File: src/hw/gpb_consts.svh
/*
  Constants for the general purpose I/O block: register offsets, field
  positions, reset values and timing counts.
  Assumes a 50 MHz system clock and a simple strobe register port.
*/
// Summary of operation
// - Four inputs and four outputs, one port each
// - Pending reads one after edge, zero at boot
// - Pin zero edges feed report, not host
// - Level read gives all inputs, pin0 LSB
// - Pin pending read clears only that pin
// - Port pending read clears whole port
// - Input polarity per pin, default active high
// - Edge mode: none, falling, rising, both
// - Read selector holds port and pin, readable
// - Port pending read ignores stored pin index
// - Keyword interrupt input index, read and write
// - Port write loads all outputs at once
// - Pin write changes one output only
// - Output polarity per pin, default active high
// - 500 Hz PWM, 100 steps, percent duty
// - Duty 100 holds output fully on
// - Output from blink LSB, rotated each 100ms
// - Blink write loads one pin's 32-bit pattern
// - Duty and blink act together on one pin
// - Outputs low at boot, driven from the first clock after reset
// - Pending bits sticky until read
`ifndef GPB_CONSTS_SVH
`define GPB_CONSTS_SVH

// ----------------------------------------------------------------------
// Register offsets (byte addresses)
// ----------------------------------------------------------------------
`define GPB_A_RDSEL     8'h00
`define GPB_A_LEVEL     8'h04
`define GPB_A_PEND_PIN  8'h08
`define GPB_A_PEND_PORT 8'h0c
`define GPB_A_IN_POL    8'h10
`define GPB_A_IN_EDGE   8'h14
`define GPB_A_KWD_PIN   8'h18
`define GPB_A_OUT_PORT  8'h1c
`define GPB_A_OUT_PIN   8'h20
`define GPB_A_OUT_POL   8'h24
`define GPB_A_BLINK0    8'h30
`define GPB_A_DUTY0     8'h40

// ----------------------------------------------------------------------
// Field positions
// ----------------------------------------------------------------------
`define GPB_F_PIN_LO    0
`define GPB_F_PORT_LO   8
`define GPB_F_VALUE     16

// ----------------------------------------------------------------------
// Reset values
// ----------------------------------------------------------------------
`define GPB_RST_POL     4'hf
`define GPB_RST_EDGE    8'h00
`define GPB_RST_DUTY    7'h64
`define GPB_RST_BLINK   32'hffff_ffff

// ----------------------------------------------------------------------
// Timing
// ----------------------------------------------------------------------
`define GPB_CLK_HZ      50000000
`define GPB_PWM_HZ      500
`define GPB_PWM_STEPS   100
`define GPB_BLINK_MS    100
`define GPB_PWM_STEP_CYC (`GPB_CLK_HZ / (`GPB_PWM_HZ * `GPB_PWM_STEPS))
`define GPB_BLINK_CYC   (`GPB_BLINK_MS * (`GPB_CLK_HZ / 1000))

`endif

File: src/hw/gpb_pkg.sv
/*
  Types for the general purpose I/O block.
  Assumes the constants header supplies all numeric values.
*/
package gpb_pkg;

  // ----------------------------------------------------------------------
  // Register port request
  // ----------------------------------------------------------------------
  typedef struct packed {
    logic [7:0]  addr;   // Byte address
    logic [31:0] wdata;  // Write data
    logic        wr;     // Write strobe
    logic        rd;     // Read strobe
  } gpb_req_t;

  // Edge event handed to the report generator
  typedef struct packed {
    logic valid;  // One-cycle event pulse
    logic rise;   // 1 rising edge, 0 falling edge
  } gpb_report_t;

  // Stored read selector
  typedef struct packed {
    logic [7:0] port;
    logic [7:0] pin;
  } gpb_sel_t;

endpackage : gpb_pkg

File: src/hw/gpb_top.sv
/*
  General purpose I/O block: four inputs with polarity and edge capture,
  four outputs with polarity, PWM and blink pattern.
  Assumes pins synchronous to i_clk_sys and a single-cycle strobe master.
*/
`timescale 1ns/1ps
`include "gpb_consts.svh"

module gpb_top #(
  parameter int unsigned P_BLINK_CYC = `GPB_BLINK_CYC  // Cycles per blink step
) (
  input  wire logic                 i_clk_sys,
  input  wire logic                 i_rst,
  input  wire gpb_pkg::gpb_req_t    i_bus,
  input  wire logic [3:0]           i_gpi,
  output logic [31:0]               o_rdata,
  output logic [3:0]                o_gpo,
  output logic [3:0]                o_gpo_oe,
  output gpb_pkg::gpb_report_t      o_report
);

  // ----------------------------------------------------------------------
  // Helpers
  // ----------------------------------------------------------------------
  // One-hot pin select; only port 0 with pin 0..3 exists
  function automatic logic [3:0] pin_hot(input logic [7:0] port,
                                         input logic [7:0] pin);
    pin_hot = 4'h0;
    if (port == 8'h00 && pin < 8'h04)
    begin
      pin_hot = 4'h1 << pin[1:0];
    end
  endfunction : pin_hot

  localparam logic [9:0]  PWM_STEP_CYC = 10'(`GPB_PWM_STEP_CYC);
  localparam logic [31:0] BLINK_CYC    = 32'(P_BLINK_CYC);

  // ----------------------------------------------------------------------
  // State
  // ----------------------------------------------------------------------
  gpb_pkg::gpb_sel_t rdsel_r;            // Read selector
  logic [3:0]        in_pol_r;           // Input polarity, 1 active high
  logic [7:0]        in_edge_r;          // Two bits per input pin
  logic [1:0]        kwd_pin_r;          // Keyword interrupt input
  logic [3:0]        prev_r;             // Last seen input level
  logic              prime_r;            // prev_r holds a real sample
  logic [3:0]        pend_r;             // Sticky pending bits
  logic [3:0]        out_val_r;          // Written output values
  logic [3:0]        out_pol_r;          // Output polarity
  logic [6:0]        duty_r [4];         // Duty percent per pin
  logic [31:0]       blink_r [4];        // Blink pattern per pin
  logic [9:0]        pre_cnt_r;          // PWM step prescaler
  logic [6:0]        step_r;             // PWM step 0..99
  logic [31:0]       blink_cnt_r;        // Blink interval counter
  logic              blink_tick;         // One-cycle blink step enable
  logic [3:0]        lvl;                // Inputs after polarity
  logic [3:0]        hit;                // Qualified edges this cycle
  logic [3:0]        pend_set;           // Host-visible captures
  logic [3:0]        pend_clr;           // Clears from pending reads
  logic [3:0]        pin_sel_hot;        // Read selector as one-hot
  logic [3:0]        wr_hot;             // Pin write target
  logic [31:0]       rdata_nxt;          // Read mux
  logic              rd_pin, rd_port;    // Pending read strobes

  // ----------------------------------------------------------------------
  // Input path
  // ----------------------------------------------------------------------
  // Polarity is applied before edge detection, so edges refer to the
  // active sense of each pin.
  always_comb
  begin
    lvl = ~(i_gpi ^ in_pol_r);
    for (int k = 0; k < 4; k++)
    begin
      hit[k] = prime_r &
               ((in_edge_r[2*k+1] & lvl[k] & ~prev_r[k]) |
                (in_edge_r[2*k]   & ~lvl[k] & prev_r[k]));
    end
    pend_set = hit & 4'he;
  end

  // Previous level; the first sample only primes, so boot makes no edge
  always_ff @(posedge i_clk_sys or posedge i_rst)
  begin
    if (i_rst)
    begin
      prev_r  <= 4'h0;
      prime_r <= 1'b0;
    end
    else
    begin
      prev_r  <= lvl;
      prime_r <= 1'b1;
    end
  end

  assign pin_sel_hot = pin_hot(rdsel_r.port, rdsel_r.pin);
  assign rd_pin      = i_bus.rd && i_bus.addr == `GPB_A_PEND_PIN;
  assign rd_port     = i_bus.rd && i_bus.addr == `GPB_A_PEND_PORT;

  // Clears: a pin read clears one bit, a port read clears the port
  always_comb
  begin
    pend_clr = 4'h0;
    if (rd_pin)
    begin
      pend_clr = pin_sel_hot;
    end
    else if (rd_port && rdsel_r.port == 8'h00)
    begin
      pend_clr = 4'hf;
    end
  end

  // Sticky pending; a capture in the clearing cycle survives
  always_ff @(posedge i_clk_sys or posedge i_rst)
  begin
    if (i_rst)
    begin
      pend_r <= 4'h0;
    end
    else
    begin
      pend_r <= (pend_r & ~pend_clr) | pend_set;
    end
  end

  // Pin zero edges go straight to the report generator
  always_ff @(posedge i_clk_sys or posedge i_rst)
  begin
    if (i_rst)
    begin
      o_report <= '0;
    end
    else
    begin
      o_report.valid <= hit[0];
      o_report.rise  <= lvl[0];
    end
  end

  // ----------------------------------------------------------------------
  // Register writes
  // ----------------------------------------------------------------------
  assign wr_hot = pin_hot(i_bus.wdata[`GPB_F_PORT_LO +: 8],
                          i_bus.wdata[`GPB_F_PIN_LO +: 8]);

  // Input configuration and selector
  always_ff @(posedge i_clk_sys or posedge i_rst)
  begin
    if (i_rst)
    begin
      rdsel_r   <= '0;
      in_pol_r  <= `GPB_RST_POL;
      in_edge_r <= `GPB_RST_EDGE;
      kwd_pin_r <= 2'h0;
    end
    else if (i_bus.wr)
    begin
      case (i_bus.addr)
        `GPB_A_RDSEL:   rdsel_r   <= i_bus.wdata[15:0];
        `GPB_A_IN_POL:  in_pol_r  <= i_bus.wdata[3:0];
        `GPB_A_IN_EDGE: in_edge_r <= i_bus.wdata[7:0];
        `GPB_A_KWD_PIN: kwd_pin_r <= i_bus.wdata[1:0];
        default: ;
      endcase
    end
  end

  // Output values and polarity; port index other than 0 is ignored
  always_ff @(posedge i_clk_sys or posedge i_rst)
  begin
    if (i_rst)
    begin
      out_val_r <= 4'h0;
      out_pol_r <= `GPB_RST_POL;
    end
    else if (i_bus.wr)
    begin
      case (i_bus.addr)
        `GPB_A_OUT_PORT:
        begin
          if (i_bus.wdata[`GPB_F_PORT_LO +: 8] == 8'h00)
          begin
            out_val_r <= i_bus.wdata[3:0];
          end
        end
        `GPB_A_OUT_PIN:
        begin
          out_val_r <= (out_val_r & ~wr_hot) |
                       (wr_hot & {4{i_bus.wdata[`GPB_F_VALUE]}});
        end
        `GPB_A_OUT_POL: out_pol_r <= i_bus.wdata[3:0];
        default: ;
      endcase
    end
  end

  // Duty per pin; low-byte values above 100 are held at 100, upper bits ignored
  always_ff @(posedge i_clk_sys or posedge i_rst)
  begin
    if (i_rst)
    begin
      for (int k = 0; k < 4; k++)
      begin
        duty_r[k] <= `GPB_RST_DUTY;
      end
    end
    else if (i_bus.wr && i_bus.addr[7:4] == 4'(`GPB_A_DUTY0 >> 4) &&
             i_bus.addr[1:0] == 2'h0)
    begin
      duty_r[i_bus.addr[3:2]] <= (i_bus.wdata[7:0] > 8'(`GPB_PWM_STEPS)) ?
                                 `GPB_RST_DUTY : i_bus.wdata[6:0];
    end
  end

  // Blink patterns: a write reloads, a tick rotates right
  always_ff @(posedge i_clk_sys or posedge i_rst)
  begin
    if (i_rst)
    begin
      for (int k = 0; k < 4; k++)
      begin
        blink_r[k] <= `GPB_RST_BLINK;
      end
    end
    else
    begin
      for (int k = 0; k < 4; k++)
      begin
        if (i_bus.wr && i_bus.addr == `GPB_A_BLINK0 + 8'(4 * k))
        begin
          blink_r[k] <= i_bus.wdata;
        end
        else if (blink_tick)
        begin
          blink_r[k] <= {blink_r[k][0], blink_r[k][31:1]};
        end
      end
    end
  end

  // ----------------------------------------------------------------------
  // Timebases
  // ----------------------------------------------------------------------
  // Prescaler makes 100 steps per 2 ms PWM period
  always_ff @(posedge i_clk_sys or posedge i_rst)
  begin
    if (i_rst)
    begin
      pre_cnt_r <= 10'h000;
      step_r    <= 7'h00;
    end
    else if (pre_cnt_r == PWM_STEP_CYC - 10'h001)
    begin
      pre_cnt_r <= 10'h000;
      step_r    <= (step_r == 7'(`GPB_PWM_STEPS - 1)) ?
                   7'h00 : step_r + 7'h01;
    end
    else
    begin
      pre_cnt_r <= pre_cnt_r + 10'h001;
    end
  end

  // Blink interval counter; free running, so the phase is not tied to
  // the pattern write
  always_ff @(posedge i_clk_sys or posedge i_rst)
  begin
    if (i_rst)
    begin
      blink_cnt_r <= 32'h0000_0000;
    end
    else if (blink_tick)
    begin
      blink_cnt_r <= 32'h0000_0000;
    end
    else
    begin
      blink_cnt_r <= blink_cnt_r + 32'h0000_0001;
    end
  end

  assign blink_tick = (blink_cnt_r == BLINK_CYC - 32'h0000_0001);

  // ----------------------------------------------------------------------
  // Output stage
  // ----------------------------------------------------------------------
  // Value AND blink AND PWM, then polarity; duty 100 never drops
  always_ff @(posedge i_clk_sys or posedge i_rst)
  begin
    if (i_rst)
    begin
      o_gpo    <= 4'h0;
      o_gpo_oe <= 4'h0;
    end
    else
    begin
      for (int k = 0; k < 4; k++)
      begin
        o_gpo[k] <= ~out_pol_r[k] ^
                    (out_val_r[k] & blink_r[k][0] &
                     (step_r < duty_r[k]));
      end
      o_gpo_oe <= 4'hf;
    end
  end

  // ----------------------------------------------------------------------
  // Read port
  // ----------------------------------------------------------------------
  always_comb
  begin
    rdata_nxt = 32'h0000_0000;
    case (i_bus.addr)
      `GPB_A_RDSEL:     rdata_nxt[15:0] = rdsel_r;
      `GPB_A_LEVEL:
        rdata_nxt[3:0] = (rdsel_r.port == 8'h00) ? lvl : 4'h0;
      `GPB_A_PEND_PIN:  rdata_nxt[0] = |(pend_r & pin_sel_hot);
      `GPB_A_PEND_PORT:
        rdata_nxt[3:0] = (rdsel_r.port == 8'h00) ? pend_r : 4'h0;
      `GPB_A_IN_POL:    rdata_nxt[3:0] = in_pol_r;
      `GPB_A_IN_EDGE:   rdata_nxt[7:0] = in_edge_r;
      `GPB_A_KWD_PIN:   rdata_nxt[1:0] = kwd_pin_r;
      `GPB_A_OUT_PORT:  rdata_nxt[3:0] = out_val_r;
      `GPB_A_OUT_POL:   rdata_nxt[3:0] = out_pol_r;
      default:          rdata_nxt = 32'h0000_0000;
    endcase
  end

  // Data stand only in the cycle after the strobe
  always_ff @(posedge i_clk_sys or posedge i_rst)
  begin
    if (i_rst)
    begin
      o_rdata <= 32'h0000_0000;
    end
    else
    begin
      o_rdata <= i_bus.rd ? rdata_nxt : 32'h0000_0000;
    end
  end
endmodule : gpb_top

File: config.mk
export PLATFORM = sky130hd
export DESIGN_NAME = gpb_top
export DESIGN_NICKNAME = d
export VERILOG_FILES = /design/src/hw/gpb_pkg.sv /design/src/hw/gpb_top.sv
export VERILOG_INCLUDE_DIRS = /design/src /design/src/hw
export SDC_FILE = /design/constraint.sdc
export NUM_CORES = 1
export LEC_CHECK = 0
export ABC_AREA = 1
export BUFFER_PORTS_ARGS = -buffer_cell sky130_fd_sc_hd__buf_2
export CORE_MARGIN = 2
export CORE_UTILIZATION = 40
export DETAILED_ROUTE_END_ITERATION = 12
export GPL_TIMING_DRIVEN = 1
export PLACE_DENSITY_LB_ADDON = 0.25
export SLEW_MARGIN = 10
export SYNTH_ARGS = -nofsm -noshare
export SYNTH_HDL_FRONTEND = slang
export SYNTH_SLANG_ARGS = --single-unit
File: constraint.sdc
create_clock -name i_clk_sys -period 9.5 [get_ports i_clk_sys]
set_clock_uncertainty 0.05 [all_clocks]
set_input_delay 2.375 -clock i_clk_sys [delete_from_list [all_inputs] [get_ports i_clk_sys]]
set_output_delay 2.375 -clock i_clk_sys [all_outputs]
set_load 0.01 [all_outputs]
==> impl_metrics.yaml <==
die:
  fp.dieArea_um2: 36900
  fp.dieW_um: 192
  initial_core_util_pct: 40.8
  io_pins: 90
  rows: 68
  dieHeight_um: 192
  core-area_um2: 34700
grt:
  use_met1_pct: 26.6
  overflow: 0
  first_global_vias: 10800
  grt.busiest_layer: "met2"
  antenna_found_initial: 0
  grt_max_degree: 127
  track_usage_pct: 18.3
  grt_pass1_wl_mm: 55.3
  grt_use_met3_pct: 2.56
  gr-usage-met2_pct: 28.9
setup_path:
  worst_ep_required_time_ps: 9920
  worstRegToRegCells: 10
  startpoint_type: "input port"
  slowest_stage: "nand2_4"
  crit_path_max_incr_delay_ps: 840
  worstPathMaxFanout: 65
  critPathTopFamily: "simple AND/OR/NAND/NOR gates"
  cp.depth: 8
  end_kind: "register"
  crit_chain: "buf_2, nor2_2, nand3_2, nor2_4, nand4_4, nand2_4, nor2_1, a21oi_1"
  crit_arrival_ps: 4790
  crit_type: "in2reg"
  critPathBufInv: 1
  r2r_setup_slack_ps: 6420
routing:
  dr.first_iter.drc_count: 906
  dr.pass1.iters: 6
  vias_per_cell: 5.04
  wl_mm: 33.2
  ant_nets: 0
  vias: 11400
  wl_per_cell_um: 14.6
  drcViolationCount: 0
power_and_ir_drop:
  swShare_pct: 24.3
  static-leakage-power_nw: 7.00
  ir_drop_uv: 124
  powerDensity_nw_per_um2: 165
  p_int_mw: 1.95
  pwr-share-seq_pct: 48.6
  p_clk_share_pct: 44.9
  p_sw_mw: 0.627
  combPwrFrac_pct: 6.6
logic_synthesis:
  synth_ff_type: "dfstp_2"
  synth_simple_gate_area_share_pct: 25.0
  synth_fa_ha_area_share_pct: 2.39
  synth_xor_area_share_pct: 2.23
  synth_top_family_by_area: "simple AND/OR/NAND/NOR gates"
  synth-compound-area-share_pct: 12.5
  yosysSeqAreaShare_pct: 49.6
  async_flop_share_pct: 100
  synthMuxAreaShare_pct: 0
  ys_ff_latch: 273
  ys_types: 43
  synthCells: 1751
  synth_area_per_cell_um2: 8.08
  synth_warnings: 0
  synth_edf_count: 0
  synth_area_um2: 14100
cts:
  postCtsSetupBuffers: 0
  path_clk_slew_ps: 60
  cts_buffers: 31
  htreeDepth: 1
  holdBufCountCts: 0
  ctsResizeCount: 0
  cts_root_buf: "clkbuf_16"
  clk_latency_ps: 560
  cts_buffer_depth: 3
  cts.sinks: 273
  cts_tree: "built"
sta:
  tightest_slew_ps: 1120
  fmax_mhz: 229
  fin_setup_tns_ps: 0
  hold_viol_final: 0
  relSlewSlack_pct: 25.4
  report.final.setup_viol: 0
  final_max_slew_viol_count: 0
  finalCritPeriodShare_pct: 46.0
  final.min_clock_period_ps: 4370
  hold_slack_ps: 416
  rsz0062_at_grt: "false"
status:
  status: "finished, final reports clean"
layout:
  fillers: 3455
  fin_nets: 1866
  antenna_cells: 0
  layout-drive-gt1-share_pct: 18.3
  area_growth_pct: 10.8
placed_design:
  port_buffers: 73
  routabilityCongestion: 0.894
  post-dp-hpwl_mm: 22.6
flow_run:
  maxCapViolCount: 0
worst_hold_path:
  worstHoldPathType: "reg2reg"
  holdPathStages: 1
## placed cells by master (no fill, tap or decap), drive strengths merged, types with 17 or more instances in the layout
master / count
ha: 27
nand3: 128
a21oi: 158
dfrtp: 125
nor2: 237
nand2: 397
clkbuf: 43
xor2: 25
inv: 167
buf: 81
conb: 17
dfstp: 148
nand4: 25
nor3: 30
o21ai: 144
## power by group through the flow
stage	clock [mW]	sequential (mW)	combinational, mW
after detailed placement	0	1.27	0.173
after CTS	1.19	1.25	0.173
after floorplan	0	1.26	0.124
final	1.16	1.25	0.169
after global placement	0	1.27	0.169
after global routing	1.24	1.26	0.196
## stage by stage
| step | cell area (µm²) | setup WS [ps] | std cells | power, mW | util [%] |
|---|---|---|---|---|---|
| after floorplan | 14200 | 3590 | 1766 | 1.39 | - |
| after global placement | 14700 | 4680 | 2213 | 1.44 | 42.3 |
| after detailed placement | 14700 | 4580 | 2213 | 1.44 | 42.3 |
| after CTS | 15700 | 5150 | 2269 | 2.62 | 45.2 |
| after global routing | 15700 | 4800 | 2269 | 2.69 | 45.2 |
| final | 15700 | 5130 | 2269 | 2.58 | 45.2 |
## state kept, by name, summed over array words and instances, names as in the netlist, named ones only
name	flops
out_pol_r	4
o_report	1
in_pol_r	4
duty_r	28
blink_cnt_r	32
pre_cnt_r	10
blink_r	128
pend_r	4
o_rdata	16
step_r	7
o_gpo_oe	1
rdsel_r	16
prev_r	4
in_edge_r	8
o_gpo	4
kwd_pin_r	2
## final cells by class
class                      count  area (µm²)  share of cell area, %
multi-input combinational   1238        6040                   38.5
inverter                     166         627                   4.00
clock buffer                  43         913                   5.82
tap                          455         569                   3.63
timing repair buffer          81         438                   2.79
sequential                   273        7020                   44.7
clock inverter                13        80.1                  0.511
## cells in the mapped netlist, types with 2 or more instances
library cell / n / area (µm²)
and3_1: 3 / 18.8
dfrtp_1: 125 / 3130
conb_1: 2 / 7.51
nor4_1: 10 / 62.6
nand2_4: 2 / 22.5
nand4_1: 23 / 144
nand3_2: 3 / 30.0
nand3_1: 125 / 626
o31ai_1: 4 / 30.0
nor3_1: 29 / 145
buf_4: 23 / 173
buf_6: 13 / 146
xnor2_1: 11 / 96.3
o22ai_1: 3 / 18.8
nor3b_1: 2 / 15.0
o21ai_0: 140 / 701
o211ai_1: 3 / 22.5
a21oi_1: 130 / 651
nor2_1: 230 / 863
nor2_2: 4 / 25.0
xor2_1: 25 / 219
a21oi_2: 28 / 245
clkbuf_1: 28 / 105
inv_2: 3 / 11.3
nor2_4: 3 / 33.8
nand4_2: 2 / 25.0
ha_1: 27 / 338
buf_2: 24 / 120
inv_1: 162 / 608
o21ai_1: 4 / 20.0
dfstp_2: 148 / 3890
nand2_1: 395 / 1480
a21o_1: 3 / 22.5
o21a_1: 5 / 37.5
## layer usage
| layer | up-vias | part of all wire, % |
|---|---|---|
| met2 | 254 | 44 |
| met5 | - | 0 |
| met1 | 5403 | 49 |
| met3 | 48 | 4.5 |
| li1 | 5738 | - |
| met4 | 0 | 2.2 |
## cell families (layout without fill, tap and decap cells)
kind of cell | count (synthesis) | after routing
flops | 273 | 273
other cells | 2 | 17
buf+inv | 255 | 303
xor+xnor | 36 | 36
compound gates | 322 | 322
simple gates | 836 | 836
fa+ha+maj | 27 | 27
## path summary, 6_finish.rpt
check                                to            from
max                         blink_r[93]       i_bus[41]
max reg2reg                 blink_r[44]  blink_cnt_r[0]
max in group asynchronous   rdsel_r[15]           i_rst
min in group asynchronous      o_gpo[3]           i_rst
min reg2reg                pre_cnt_r[0]    pre_cnt_r[0]
min                        pre_cnt_r[0]    pre_cnt_r[0]
(Power assumes the default switching activity.)
